==> src/hw/mmp_defs.svh <==
// constants for the media port: widths, reset values, buffer shape
//
// Overview of operation
// - transmit nibble changes with transmit clock
// - transmit enable marks exactly the valid nibbles
// - half duplex collision input means medium collision
// - full duplex: no frame start during collision
// - receive nibbles accepted only while valid asserted
// - receive coding error marks the reception errored
// - terminals default to host port function
`ifndef MMP_DEFS_SVH
`define MMP_DEFS_SVH

`define MMP_NIB_W 4
`define MMP_NIB_ZERO 4'h0
`define MMP_FIFO_W 5
`define MMP_FIFO_DEPTH 4
`define MMP_SYNC_W 10
`define MMP_SYNC_ZERO 10'h000

`endif

==> src/hw/mmp_pkg.sv <==
// types shared by the media port modules
package mmp_pkg;

  // transmit sequencer states
  typedef enum logic [2:0] {
    MMP_TX_IDLE = 3'b001,
    MMP_TX_SEND = 3'b010,
    MMP_TX_DROP = 3'b100
  } mmp_tx_e;

endpackage

==> src/hw/mmp_stream_if.sv <==
// valid/ready stream carrier between the media port modules
`timescale 1ns/1ps
interface mmp_stream_if #(
  parameter int W = 5
) ();
  logic [W-1:0] data;
  logic valid;
  logic ready;
  modport src(output data, output valid, input ready);
  modport snk(input data, input valid, output ready);
endinterface

==> src/hw/mmp_fifo.sv <==
// small synchronous fifo with valid/ready on both sides
`timescale 1ns/1ps
module mmp_fifo #(
  parameter int W = 5,
  parameter int D = 4
) (
  input wire logic clk,     // system clock
  input wire logic rst,     // synchronous reset, active high
  mmp_stream_if.snk wr,     // filling side
  mmp_stream_if.src rd      // draining side
);
  localparam int AW = (D > 1) ? $clog2(D) : 1;
  localparam int CW = $clog2(D + 1);

  logic [W-1:0] mem [D];
  logic [AW-1:0] wp_r;
  logic [AW-1:0] rp_r;
  logic [CW-1:0] cnt_r;
  logic [CW-1:0] cnt_nxt;
  logic room_r;
  logic push;
  logic pop;

  // registered so the filling side sees a flop
  assign wr.ready = room_r;
  assign rd.valid = (cnt_r != '0);
  assign rd.data = mem[rp_r];
  assign push = wr.valid && wr.ready;
  assign pop = rd.valid && rd.ready;

  always_ff @(posedge clk) begin
    if (push) begin
      mem[wp_r] <= wr.data;
    end
  end

  always_ff @(posedge clk) begin
    if (rst) begin
      wp_r <= '0;
      rp_r <= '0;
    end else begin
      if (push) begin
        wp_r <= (wp_r == AW'(D - 1)) ? '0 : wp_r + 1'b1;
      end
      if (pop) begin
        rp_r <= (rp_r == AW'(D - 1)) ? '0 : rp_r + 1'b1;
      end
    end
  end

  always_comb begin
    cnt_nxt = cnt_r;
    if (push && !pop) begin
      cnt_nxt = cnt_r + 1'b1;
    end else if (pop && !push) begin
      cnt_nxt = cnt_r - 1'b1;
    end
  end

  always_ff @(posedge clk) begin
    if (rst) begin
      cnt_r <= '0;
      room_r <= 1'b1;
    end else begin
      cnt_r <= cnt_nxt;
      room_r <= (cnt_nxt != CW'(D));
    end
  end

  chk_fifo_bound: assert property (@(posedge clk) disable iff (rst) cnt_r <= CW'(D))
    else $error("fifo count beyond depth");
endmodule

==> src/hw/mmp_top.sv <==
// media independent interface port: nibble transmit and receive with the PHY
`timescale 1ns/1ps
`include "mmp_defs.svh"
module mmp_top #(
  parameter int FIFO_DEPTH = `MMP_FIFO_DEPTH
) (
  input wire logic clk,                            // system clock, 125 MHz
  input wire logic rst,                            // synchronous reset, active high
  input wire logic eth_select,                     // config: terminals carry mac function
  input wire logic full_duplex,                    // config: 1 full, 0 half duplex
  input wire logic [`MMP_NIB_W-1:0] tx_in_data,    // nibble to send
  input wire logic tx_in_last,                     // nibble closes the frame
  input wire logic tx_in_valid,                    // nibble offered
  output logic tx_in_ready,                        // buffer can take a nibble
  input wire logic tx_nibble_clock,                // transmit clock from the PHY
  output logic [`MMP_NIB_W-1:0] tx_nibble_lines,   // transmit nibble pins
  output logic tx_nibble_enable,                   // transmit enable pin
  output logic mii_tx_oe,                          // drive enable of transmit terminals
  input wire logic collision_sense,                // collision pin
  input wire logic carrier_sense,                  // carrier pin
  input wire logic rx_nibble_clock,                // receive clock from the PHY
  input wire logic [`MMP_NIB_W-1:0] rx_nibble_lines, // receive nibble pins
  input wire logic rx_nibble_valid,                // receive data valid pin
  input wire logic rx_coding_error,                // receive error pin
  output logic [`MMP_NIB_W-1:0] rx_out_data,       // received nibble
  output logic rx_out_error,                       // nibble came with coding error
  output logic rx_out_valid,                       // received nibble pulse
  output logic rx_frame_end,                       // end of reception pulse
  output logic rx_frame_bad,                       // reception errored, with end pulse
  output logic carrier_out,                        // carrier level, synchronised
  output logic collision_out,                      // collision level, synchronised
  output logic tx_collision,                       // pulse: frame aborted by collision
  output logic tx_underrun                         // pulse: frame aborted, buffer empty
);

  // ************************************************************
  // pin synchronisers
  // ************************************************************
  logic [`MMP_SYNC_W-1:0] pin_s1_r;
  logic [`MMP_SYNC_W-1:0] pin_s2_r;
  logic tx_clk_d_r;
  logic rx_clk_d_r;
  logic eth_sel_r;
  logic tx_clk_s;
  logic rx_clk_s;
  logic col_s;
  logic crs_s;
  logic rx_dv_s;
  logic rx_er_s;
  logic [`MMP_NIB_W-1:0] rx_d_s;
  logic tx_rise;
  logic rx_fall;
  logic hd_col;

  always_ff @(posedge clk) begin
    if (rst) begin
      pin_s1_r <= `MMP_SYNC_ZERO;
      pin_s2_r <= `MMP_SYNC_ZERO;
    end else begin
      pin_s1_r <= {tx_nibble_clock, rx_nibble_clock, collision_sense, carrier_sense,
                   rx_nibble_valid, rx_coding_error, rx_nibble_lines};
      pin_s2_r <= pin_s1_r;
    end
  end

  assign {tx_clk_s, rx_clk_s, col_s, crs_s, rx_dv_s, rx_er_s, rx_d_s} = pin_s2_r;

  always_ff @(posedge clk) begin
    if (rst) begin
      tx_clk_d_r <= 1'b0;
      rx_clk_d_r <= 1'b0;
    end else begin
      tx_clk_d_r <= tx_clk_s;
      rx_clk_d_r <= rx_clk_s;
    end
  end

  // default is host port function until selected
  always_ff @(posedge clk) begin
    if (rst) begin
      eth_sel_r <= 1'b0;
      mii_tx_oe <= 1'b0;
    end else begin
      eth_sel_r <= eth_select;
      mii_tx_oe <= eth_sel_r;
    end
  end

  assign tx_rise = tx_clk_s && !tx_clk_d_r;
  assign rx_fall = !rx_clk_s && rx_clk_d_r;
  assign hd_col = !full_duplex && col_s;

  always_ff @(posedge clk) begin
    if (rst) begin
      carrier_out <= 1'b0;
      collision_out <= 1'b0;
    end else begin
      carrier_out <= crs_s;
      collision_out <= col_s;
    end
  end

  // ************************************************************
  // transmit buffer
  // ************************************************************
  mmp_stream_if #(.W(`MMP_FIFO_W)) fifo_in ();
  mmp_stream_if #(.W(`MMP_FIFO_W)) fifo_out ();

  assign fifo_in.data = {tx_in_last, tx_in_data};
  assign fifo_in.valid = tx_in_valid;
  assign tx_in_ready = fifo_in.ready;

  mmp_fifo #(
    .W(`MMP_FIFO_W),
    .D(FIFO_DEPTH)
  ) u_tx_fifo (
    .clk(clk),
    .rst(rst),
    .wr(fifo_in),
    .rd(fifo_out)
  );

  // ************************************************************
  // transmit sequencer
  // ************************************************************
  mmp_pkg::mmp_tx_e tx_st_r;
  logic tx_pop;
  logic f_last;
  logic [`MMP_NIB_W-1:0] f_nib;

  assign {f_last, f_nib} = fifo_out.data;
  assign fifo_out.ready = tx_pop;

  always_comb begin
    tx_pop = 1'b0;
    unique case (tx_st_r)
      mmp_pkg::MMP_TX_IDLE: begin
        tx_pop = tx_rise && eth_sel_r && fifo_out.valid && !(full_duplex && col_s);
      end
      mmp_pkg::MMP_TX_SEND: begin
        tx_pop = tx_rise && eth_sel_r && fifo_out.valid && !hd_col;
      end
      mmp_pkg::MMP_TX_DROP: begin
        tx_pop = fifo_out.valid;
      end
      default: begin
        tx_pop = 1'b0;
      end
    endcase
  end

  always_ff @(posedge clk) begin
    if (rst) begin
      tx_st_r <= mmp_pkg::MMP_TX_IDLE;
    end else begin
      unique case (tx_st_r)
        mmp_pkg::MMP_TX_IDLE: begin
          if (tx_pop && !f_last) begin
            tx_st_r <= mmp_pkg::MMP_TX_SEND;
          end
        end
        mmp_pkg::MMP_TX_SEND: begin
          if (!eth_sel_r) begin
            tx_st_r <= mmp_pkg::MMP_TX_DROP;
          end else if (tx_rise) begin
            if (hd_col || !fifo_out.valid) begin
              tx_st_r <= mmp_pkg::MMP_TX_DROP;
            end else if (f_last) begin
              tx_st_r <= mmp_pkg::MMP_TX_IDLE;
            end
          end
        end
        mmp_pkg::MMP_TX_DROP: begin
          if (tx_pop && f_last) begin
            tx_st_r <= mmp_pkg::MMP_TX_IDLE;
          end
        end
        default: begin
          tx_st_r <= mmp_pkg::MMP_TX_IDLE;
        end
      endcase
    end
  end

  // pins change only after a transmit clock rise, or go quiet while host port function is selected
  always_ff @(posedge clk) begin
    if (rst) begin
      tx_nibble_lines <= `MMP_NIB_ZERO;
      tx_nibble_enable <= 1'b0;
    end else if (!eth_sel_r) begin
      tx_nibble_lines <= `MMP_NIB_ZERO;
      tx_nibble_enable <= 1'b0;
    end else if (tx_rise) begin
      if (tx_pop && tx_st_r != mmp_pkg::MMP_TX_DROP) begin
        tx_nibble_lines <= f_nib;
        tx_nibble_enable <= 1'b1;
      end else begin
        tx_nibble_lines <= `MMP_NIB_ZERO;
        tx_nibble_enable <= 1'b0;
      end
    end
  end

  always_ff @(posedge clk) begin
    if (rst) begin
      tx_collision <= 1'b0;
      tx_underrun <= 1'b0;
    end else begin
      tx_collision <= 1'b0;
      tx_underrun <= 1'b0;
      if (eth_sel_r && tx_rise && tx_st_r == mmp_pkg::MMP_TX_SEND) begin
        tx_collision <= hd_col;
        tx_underrun <= !hd_col && !fifo_out.valid;
      end
    end
  end

  // ************************************************************
  // receive path
  // ************************************************************
  logic rx_in_frame_r;
  logic rx_err_acc_r;

  // data launched on the rise is stable by the fall
  always_ff @(posedge clk) begin
    if (rst) begin
      rx_out_data <= `MMP_NIB_ZERO;
      rx_out_error <= 1'b0;
      rx_out_valid <= 1'b0;
      rx_frame_end <= 1'b0;
      rx_frame_bad <= 1'b0;
      rx_in_frame_r <= 1'b0;
      rx_err_acc_r <= 1'b0;
    end else begin
      rx_out_valid <= 1'b0;
      rx_frame_end <= 1'b0;
      if (eth_sel_r && rx_fall) begin
        if (rx_dv_s) begin
          rx_out_data <= rx_d_s;
          rx_out_error <= rx_er_s;
          rx_out_valid <= 1'b1;
          rx_in_frame_r <= 1'b1;
          rx_err_acc_r <= (rx_in_frame_r && rx_err_acc_r) || rx_er_s;
        end else if (rx_in_frame_r) begin
          rx_frame_end <= 1'b1;
          rx_frame_bad <= rx_err_acc_r;
          rx_in_frame_r <= 1'b0;
        end
      end
    end
  end

  // ************************************************************
  // checks
  // ************************************************************
  logic chk_err_seen_r;

  always_ff @(posedge clk) begin
    if (rst || rx_frame_end) begin
      chk_err_seen_r <= 1'b0;
    end else if (rx_out_valid && rx_out_error) begin
      chk_err_seen_r <= 1'b1;
    end
  end

  chk_tx_idle_zero: assert property (@(posedge clk) disable iff (rst)
    !tx_nibble_enable |-> tx_nibble_lines == `MMP_NIB_ZERO)
    else $error("transmit lines not quiet while enable low");

  chk_tx_clock_sync: assert property (@(posedge clk) disable iff (rst)
    ($changed(tx_nibble_lines) || $changed(tx_nibble_enable))
      |-> ($past(tx_rise) || !$past(eth_sel_r)))
    else $error("transmit pins changed away from transmit clock rise");

  chk_tx_data_src: assert property (@(posedge clk) disable iff (rst)
    (tx_rise && tx_pop && eth_sel_r && tx_st_r != mmp_pkg::MMP_TX_DROP)
      |=> tx_nibble_enable && tx_nibble_lines == $past(f_nib))
    else $error("transmit nibble not taken from buffer");

  chk_fd_defer: assert property (@(posedge clk) disable iff (rst)
    (tx_st_r == mmp_pkg::MMP_TX_IDLE && full_duplex && col_s) |=> !$rose(tx_nibble_enable))
    else $error("frame started during full duplex collision");

  chk_hd_abort: assert property (@(posedge clk) disable iff (rst)
    (eth_sel_r && tx_rise && hd_col && tx_st_r == mmp_pkg::MMP_TX_SEND)
      |=> tx_collision && !tx_nibble_enable ##1 !tx_collision)
    else $error("half duplex collision not acted on");

  chk_host_default: assert property (@(posedge clk) disable iff (rst)
    !eth_sel_r |=> !mii_tx_oe && !tx_nibble_enable && !rx_out_valid)
    else $error("mac drives terminals while host port selected");

  chk_rx_valid_only: assert property (@(posedge clk) disable iff (rst)
    rx_out_valid |-> $past(rx_fall) && $past(rx_dv_s))
    else $error("nibble accepted without receive valid");

  chk_rx_sample: assert property (@(posedge clk) disable iff (rst)
    rx_out_valid |-> rx_out_data == $past(rx_d_s) && rx_out_error == $past(rx_er_s))
    else $error("received nibble not the sampled pins");

  chk_rx_err_mark: assert property (@(posedge clk) disable iff (rst)
    (rx_frame_end && chk_err_seen_r) |-> rx_frame_bad)
    else $error("errored reception not flagged");

  cov_tx_frame: cover property (@(posedge clk) disable iff (rst)
    $fell(tx_nibble_enable) && tx_st_r == mmp_pkg::MMP_TX_IDLE);

  cov_hd_collision: cover property (@(posedge clk) disable iff (rst) tx_collision);

  cov_fd_defer: cover property (@(posedge clk) disable iff (rst)
    tx_rise && full_duplex && col_s && fifo_out.valid && tx_st_r == mmp_pkg::MMP_TX_IDLE);

  cov_rx_bad: cover property (@(posedge clk) disable iff (rst) rx_frame_end && rx_frame_bad);

endmodule

==> config.mk <==
export PLATFORM = sky130hd
export DESIGN_NAME = mmp_top
export DESIGN_NICKNAME = d
export VERILOG_FILES = /design/src/hw/mmp_pkg.sv /design/src/hw/mmp_stream_if.sv /design/src/hw/mmp_fifo.sv /design/src/hw/mmp_top.sv
export VERILOG_INCLUDE_DIRS = /design/src /design/src/hw
export SDC_FILE = /design/constraint.sdc
export NUM_CORES = 1
export LEC_CHECK = 0
export BUFFER_PORTS_ARGS = -buffer_cell sky130_fd_sc_hd__buf_2
export CAP_MARGIN = 5
export CORE_ASPECT_RATIO = 1.1
export CORE_UTILIZATION = 60
export DETAILED_ROUTE_END_ITERATION = 10
export PLACE_DENSITY = 0.83
export SYNTH_ARGS = -nofsm -noshare
export SYNTH_HDL_FRONTEND = slang
export SYNTH_HIERARCHICAL = 1
export SYNTH_SLANG_ARGS = --single-unit
==> constraint.sdc <==
create_clock -name clk -period 4.33 [get_ports clk]
set_input_delay 1.0825 -clock clk [delete_from_list [all_inputs] [get_ports clk]]
set_output_delay 1.0825 -clock clk [all_outputs]
set_load 0.005 [all_outputs]
Yosys cells after proc, flatten, opt, wreduce, memory -nomap -nowiden --
Memory sizes are Yosys's and may differ from the RTL's. A register that Yosys moved wholly into a read port is not among the register bits. Cells that the tools add are included.
Word-level totals: register bits after elaboration 54, logic and storage cells 102, memories 1, output and inout port bits 19, bits in writable memories 20
Cells by class: bitwise operators 4, multiplexer cells 20, reductions and logical operators 38, add/subtract/negate cells 4, equality and inequality tests 11
Memories:
- u_tx_fifo.mem | depth 4, bits a word 5, rd ports 1, clocked after Yosys merged registers in 1, write ports 1, RTL line mmp_fifo.sv:15 | logic [W-1:0] mem [D];
Operators with widths (count):
- 2-to-1 mux 3 bit | 8
- logical AND 1 bit | 19
- zero test 1 bit | 9
- != test 3 bit (second input constant) | 3
- one-hot mux 3 bit (3 select lines) | 1
- 2-to-1 mux 2 bit | 4
- OR reduction 2 bit | 3
- 2-to-1 mux 1 bit | 5
- adder 2 x 1 -> 2 bit (second input constant) | 2
- == test 2 bit (second input constant) | 2
- 2-to-1 mux 4 bit | 1
- != test 2 bit (second input constant) | 2
- != test 4 bit (second input constant) | 1
- NOT 1 bit | 4
- AND reduction 4 bit | 1
- adder 3 x 1 -> 3 bit (second input constant) | 1
- == test 3 x 1 -> 1 bit (second input constant) | 1
- == test 3 x 2 -> 1 bit (second input constant) | 1
- == test 3 bit (second input constant) | 1
- one-hot mux 1 bit (3 select lines) | 1
- AND reduction 3 bit | 1
- nonzero test 3 bit | 1
- OR reduction 3 bit | 1
- subtractor 3 x 1 -> 3 bit (second input constant) | 1
- other kinds (2) | 3

Depth between registers and ports, before layout --
Gate-level depths: netlist of run 1.
depth after elaboration 11, mapped depth 9, depth with buffers taken out 9

By module --
Netlist of run 1, hierarchy kept.
By module, submodules not included:
- mmp_top | times used 1, seq. area each 920.9 µm², cells an instance 153, area an instance 1536.5 µm²
- mmp_fifo | times used 1, seq. area each 800.8 µm², cells an instance 89, area an instance 1295.0 µm²

Worst setup path before layout of run 1 --
No wires, ideal clock.
path type input-to-reg, start input full_duplex, end register u_tx_fifo.cnt_r[2], data required time 4210 ps, arrival 2555 ps, path slack 1655 ps, buffers on the path 0, setup time 120 ps, stages 9, path through nor2b_1 > a2bb2oi_1 > nor3_1 > a21oi_1 > nor2b_1 > inv_2 > o211ai_1 > and4b_1 > or2_1
On the way: word-level cells in the longest chain between the ends 9, elaborated cells on any way between the ends 14
RTL lines:
- start, declared | RTL line mmp_top.sv:10 | input wire logic full_duplex,
- zero test 1 bit | RTL line mmp_top.sv:91 | assign hd_col = !full_duplex && col_s;
- logical AND 1 bit | RTL line mmp_top.sv:91
- zero test 1 bit | RTL line mmp_top.sv:141 | tx_pop = tx_rise && eth_sel_r && fifo_out.valid && !hd_col;
- logical AND 1 bit | RTL line mmp_top.sv:141
- one-hot mux 1 bit (3 select lines) (*) | RTL line mmp_top.sv:136 | unique case (tx_st_r)
- net fifo_out.ready | RTL line mmp_stream_if.sv:8 | logic ready;
- logical AND 1 bit (*) | RTL line mmp_fifo.sv:29 | assign pop = rd.valid && rd.ready;
- logical AND 1 bit or zero test 1 bit (tied branches) | RTL line mmp_fifo.sv:55, mmp_fifo.sv:53
- 2-to-1 mux 3 bit or logical AND 1 bit (tied branches) | RTL line mmp_fifo.sv:55, mmp_fifo.sv:53
- 2-to-1 mux 3 bit (*) | RTL line mmp_fifo.sv:53 | if (push && !pop) begin
- end signal, assigned | RTL line mmp_fifo.sv:65 | cnt_r <= cnt_nxt;
- end, declared | RTL line mmp_fifo.sv:18 | logic [CW-1:0] cnt_r;
The timed path passes the listed nets; every way through them passes the cells marked *. A chain may end at the register's enable or synchronous reset.

Final worst setup path of run 1 --
Same ends and word-level chain as after synthesis.

==> flow_summary.json, run 1 <==
{
  "powerDensity_mw_per_mm2": 422,
  "clk_latency_ns": 0.34,
  "syn-mean-instance-area_sq_um": 11.7,
  "htreeDepth": 3,
  "die_h_um": 74.1,
  "track_usage": 0.212,
  "p_leak_uw": 0.00127,
  "pre_cts_slack_ns": 1.29,
  "hold_depth": 1,
  "yosysSeqAreaShare": 0.608,
  "worst_r2r_path_depth": 9,
  "cts_tree": "yes",
  "diodes": 0,
  "max_freq_mhz": 363,
  "worstPathRequired_ns": 4.56,
  "clk_path_buf_depth": 2,
  "antenna_found_initial": 0,
  "rsz0062_at_grt": "no",
  "initial_core_util": 0.642,
  "synth_mux_area_frac": 0.0433,
  "crit_type": "input pin to flip-flop",
  "outcome": "completed",
  "cts.clk_slew.worst_paths_ns": 0.08,
  "postLayoutSetupSlackWorst_ns": 1.58,
  "ys_ff_latch": 76,
  "worstSetupEndpointType": "flip-flop",
  "drv_slew": 0,
  "antenna_left": 0,
  "critPathLaunch": "full_duplex",
  "grt_pass1_wl_mm": 7.53,
  "power_uw": 1370,
  "min_from": "pin_s1_r[0]",
  "grt_max_degree": 49,
  "hold_class": "flip-flop to flip-flop",
  "period_share": 0.636,
  "cts_setup_buffers": 0,
  "overflow": 0,
  "rows": 25,
  "hold_end": "pin_s2_r[0]",
  "fill_cells": 303,
  "synth_compound_area_frac": 0.0840,
  "area_growth_syn_to_layout_pct": 14.8,
  "cts.sinks": 76,
  "ys_types": 48,
  "ir_worst_vdd_uv": 257,
  "routed_wl_mm": 4.71,
  "setup_viol": 0,
  "period_needed_ns": 2.75,
  "reg2reg_slack_ns": 1.95,
  "synthXorXnorAreaFrac": 0,
  "drt_iter0_markers": 213,
  "yosys.area_share.simple": 0.207,
  "reg2reg_from": "tx_st_r[1]",
  "synthAdderAreaFrac": 0.0354,
  "via_count": 1859,
  "design.core.area_sq_mm": 0.00441,
  "drive_above_1_share": 0.249,
  "layout_common_cells": "dfxtp_1 (56), buf_2 (38), nor2b_1 (30)",
  "synth_warnings": 6,
  "ioPinCount": 39,
  "max_slew_margin": 0.465,
  "grt_pass1_vias": 1658,
  "place.gp.congestion": 0.809,
  "syn_inst": 242,
  "syn-num-nets": 270,
  "drv_cap": 0,
  "route.detailed.drc": 0,
  "worst_setup_path_start_kind": "input pin",
  "portBuffers": 38,
  "die_area_sq_mm": 0.00500,
  "hold_viol": 0,
  "routedWlPerCell_um": 13.7,
  "fin_skew_ns": 0.00760,
  "crit_arrival_ns": 2.98,
  "cts_hold_buffers": 0,
  "cts_buffers": 9,
  "reg2reg_to": "u_tx_fifo/cnt_r[2]",
  "worst_pin_slew_ns": 0.803,
  "post_cts_resize_count": 0,
  "fin_tns_setup_ns": 0,
  "nets": 312,
  "crit_path_max_fanout": 5,
  "root_buffer": "clkbuf_8",
  "synth_area_sq_mm": 0.00283,
  "detail_route.first_pass.iterations": 4,
  "vias_per_cell": 5.42,
  "die_w_um": 67.5,
  "synth_top_family_by_area": "simple AND/OR/NAND/NOR gates",
  "final_common_cell": "dfxtp_1",
  "dp_hpwl_mm": 3.20
}
## state kept, by name, indices dropped and copies added (netlist names), 2 cells and up, named ones only
| signal | cells |
|---|---|
| u_tx_fifo/mem | 20 |
| pin_s1_r | 10 |
| pin_s2_r | 10 |
| rx_out_data | 4 |
| tx_nibble_lines | 4 |
| tx_st_r | 3 |
| u_tx_fifo/cnt_r | 3 |
| u_tx_fifo/rp_r | 2 |
| u_tx_fifo/wp_r | 2 |
## area by class of cell
type / instances / area [sq um] / area share
flip-flops and latches: 76 / 1720 / 0.529
multi-input cells: 150 / 1050 / 0.322
repair buffers: 38 / 190 / 0.0585
clock buffers: 10 / 128 / 0.0392
well taps: 54 / 67.6 / 0.0208
clock inverters: 6 / 62.6 / 0.0192
inverters: 9 / 36.3 / 0.0112
## through the flow
stage                     cells  cell area (sq um)  hold slack, ns   util
after detailed placement    327               3060           0.422  0.694
after global routing        343               3250           0.456  0.737
after floorplan             242               2830           0.414      -
final                       343               3250           0.434  0.737
after CTS                   343               3250           0.438  0.737
after global placement      327               3060           0.418  0.694
## metal layers
layer | GRT usage | vias up | routed length (um)
li1 | - | 931 | -
met1 | 0.275 | 860 | 2150
met2 | 0.321 | 58 | 2280
met3 | 0.0828 | 10 | 198
met4 | 0.0780 | 0 | 76
met5 | 0 | - | 0
## synthesized netlist by cell type, drive strengths merged
cell     number  area (sq um)
o21a          2          15.0
a22oi         4          30.0
buf           2          8.75
and4b         1          10.0
nor3b         3          22.5
or2           1          6.26
or3           2          17.5
nor4          1          6.26
edfxtp       20           601
nand3         1          5.00
o2111a        1          11.3
a31oi         1          6.26
nor2b        31           201
or4           1          7.51
o31a          1          8.76
o21ai         5          25.0
nor3          9          56.3
nand2b        5          31.3
mux2i         1          10.0
a31o          1          8.76
nand4b        1          8.76
and2          1          8.76
nor2         12          45.0
inv           9          36.3
o211ai        1          7.51
clkbuf        5          18.8
nand2        21          78.8
nand4         1          6.26
a21oi        16          83.8
nand3b        1          7.51
o32ai         1          8.76
and3          5          36.3
nor4b         2          30.0
ha            8           100
a211oi        2          15.0
mux4          5           113
a311oi        1          8.76
dfxtp        56          1120
a2bb2oi       1          8.76
## cell families after synthesis
| group | after synthesis |
|---|---|
| buf+inv | 16 |
| compound gates | 37 |
| flops | 76 |
| fa+ha+maj | 8 |
| mux | 6 |
| simple gates | 99 |
## worst max-delay path, stage by stage
cell	delay (ns)
buf_2	0.11
a21oi_1	0.14
a2bb2oi_1	0.15
nor3_1	0.30
a21oi_1	0.07
nor2b_1	0.37
inv_2	0.12
o211ai_1	0.24
a211oi_1	0.13
or2_1	0.26
## worst max-delay path by stage
stage          slack [ns]  depth (start not counted)                  to
2_1_floorplan        1.65                          9  u_tx_fifo/cnt_r[2]
3_3_place_gp         1.38                         10  u_tx_fifo/cnt_r[2]
3_5_place_dp         1.29                         10  u_tx_fifo/cnt_r[2]
4_1_cts              1.63                         10  u_tx_fifo/cnt_r[2]
5_1_grt              1.44                         10  u_tx_fifo/cnt_r[2]
6_report             1.58                         10  u_tx_fifo/cnt_r[2]
## power breakdown
part,internal (uW),total [uW],switching [uW]
registers,752,764,12.6
clock network,266,518,252
logic,39.2,91.6,52.5
total,1060,1370,317
Power figures use the tool's default switching activity.
==> run 2: changes to the inputs <==
Settings changed: CORE_UTILIZATION 60 to 56, PLACE_DENSITY 0.83 to 0.78.
Clock period 4.33 ns to 2.84 ns, I/O delays scaled along.
==> flow_summary.json, run 2 (synthesis gave the netlist of run 1 again) <==
{
  "cts.sinks": 76,
  "fill_cells": 364,
  "via_count": 1845,
  "portBuffers": 38,
  "wl_met3_um": 171,
  "worstSetupEndpointType": "flip-flop",
  "period_share": 0.804,
  "fin_tns_setup_ns": 0,
  "design.core.area_sq_mm": 0.00475,
  "max_freq_mhz": 438,
  "die_area_sq_mm": 0.00534,
  "place_inst": 332,
  "initial_core_util": 0.596,
  "antenna_left": 0,
  "finish.utilization": 0.684,
  "root_buffer": "clkbuf_8",
  "drt_iter0_markers": 187,
  "track_usage": 0.197,
  "worst_pin_slew_ns": 0.415,
  "top_regs": "u_tx_fifo/mem: 20 flops, pin_s1_r: 10 flops, pin_s2_r: 10 flops",
  "cts_tree": "yes",
  "p_leak_uw": 0.00128,
  "cts_buffers": 9,
  "period_needed_ns": 2.28,
  "worst_setup_path_start_kind": "input pin",
  "final_cells": 348,
  "grt_pass1_vias": 1757,
  "largest_reg_flops": 20,
  "crit_arrival_ns": 2.49,
  "die_w_um": 69.8,
  "largest_register": "u_tx_fifo/mem",
  "htreeDepth": 3,
  "drive_above_1_share": 0.250,
  "powerDensity_mw_per_mm2": 613,
  "rsz0062_at_grt": "no",
  "drv_slew": 0,
  "hold_class": "flip-flop to flip-flop",
  "area_growth_syn_to_layout_pct": 14.7,
  "cts.clk_slew.worst_paths_ns": 0.07,
  "overflow": 0,
  "hold_viol": 0,
  "final_common_cell": "dfxtp_1",
  "routed_wl_mm": 4.68,
  "layout_common_cells": "dfxtp_1 (56), buf_2 (38), nor2b_1 (30)",
  "nets": 315,
  "rows": 26,
  "routed-wl-met2_mm": 2.24,
  "routedWlPerCell_um": 13.4,
  "vias_per_cell": 5.30,
  "crit_type": "input pin to flip-flop",
  "outcome": "completed",
  "post_cts_resize_count": 0,
  "cts_hold_buffers": 0,
  "worstPathRequired_ns": 3.04,
  "ir_worst_vdd_uv": 470,
  "top_layer": "met4",
  "detail_route.first_pass.iterations": 4,
  "grt_pass1_wl_mm": 8.12,
  "fin_skew_ns": 0.00650,
  "clk_path_buf_depth": 2,
  "grt_max_degree": 34,
  "dp_hpwl_mm": 3.22,
  "ioPinCount": 39,
  "route.detailed.drc": 0,
  "max_slew_margin": 0.723,
  "crit_path_max_fanout": 5,
  "die_h_um": 76.6,
  "wl_met1_mm": 2.18,
  "cts_setup_buffers": 0,
  "diodes": 0,
  "drv_cap": 0,
  "antenna_found_initial": 0,
  "clk_latency_ns": 0.34,
  "place.gp.congestion": 0.846,
  "setup_viol": 0
}
-- run 2: cell count changes in the layout (fill, tap and decap cells not counted), sizes merged --
cell / before / now
inv: 11 / 10
clkinvlp: 2 / 0
bufinv: 1 / 0
buf: 38 / 41
clkbuf: 10 / 12
clkinv: 1 / 3
-- run 2: area by class of cell --
cell class,count,area (sq um),area share
multi-input cells,150,1050,0.322
well taps,56,70.1,0.0216
flip-flops and latches,76,1720,0.530
inverters,9,36.3,0.0112
repair buffers,41,213,0.0655
clock buffers,12,135,0.0416
clock inverters,4,25.0,0.00771
-- run 2: report_power, final --
group | internal [uW] | switching, uW | total (uW) | leakage [uW]
clock | 317 | 367 | 684 | 0.0000847
combinational | 61.4 | 80.1 | 142 | 0.000556
sequential | 1150 | 19.0 | 1170 | 0.000641
total | 1520 | 466 | 1990 | 0.00128
-- run 2: critical path, stage by stage --
cell,delay (ns)
buf_2,0.11
nor2b_1,0.25
a2bb2oi_1,0.26
nor3_1,0.10
a21oi_1,0.14
nor2b_1,0.06
buf_4,0.15
inv_2,0.09
o211ai_1,0.12
a211oi_1,0.37
o32ai_1,0.14
-- run 2: routing by layer --
layer	GRT usage	up-vias
met1	0.252	850
li1	-	947
met4	0.112	0
met5	0	-
met3	0.0450	9
met2	0.308	39
-- run 2: stage by stage --
stage	worst slack [ns]	area [sq um]	power, uW	hold WS, ns
CTS	0.601	3250	2010	0.430
global route	0.427	3250	2070	0.443
floorplan	0.537	2830	1280	0.414
finish	0.555	3250	1990	0.432
detailed placement	0.252	3090	1330	0.423
global placement	0.419	3090	1330	0.418
-- run 2: final timing paths --
path	cells after the start	slack, ns	startpoint	end
setup / recovery	11	0.56	full_duplex	u_tx_fifo/wr.ready
hold / removal	1	0.43	pin_s1_r[5]	pin_s2_r[5]
setup reg to reg	6	0.62	flip-flop	tx_st_r[0]
hold reg to reg	1	0.43	pin_s1_r[5]	pin_s2_r[5]
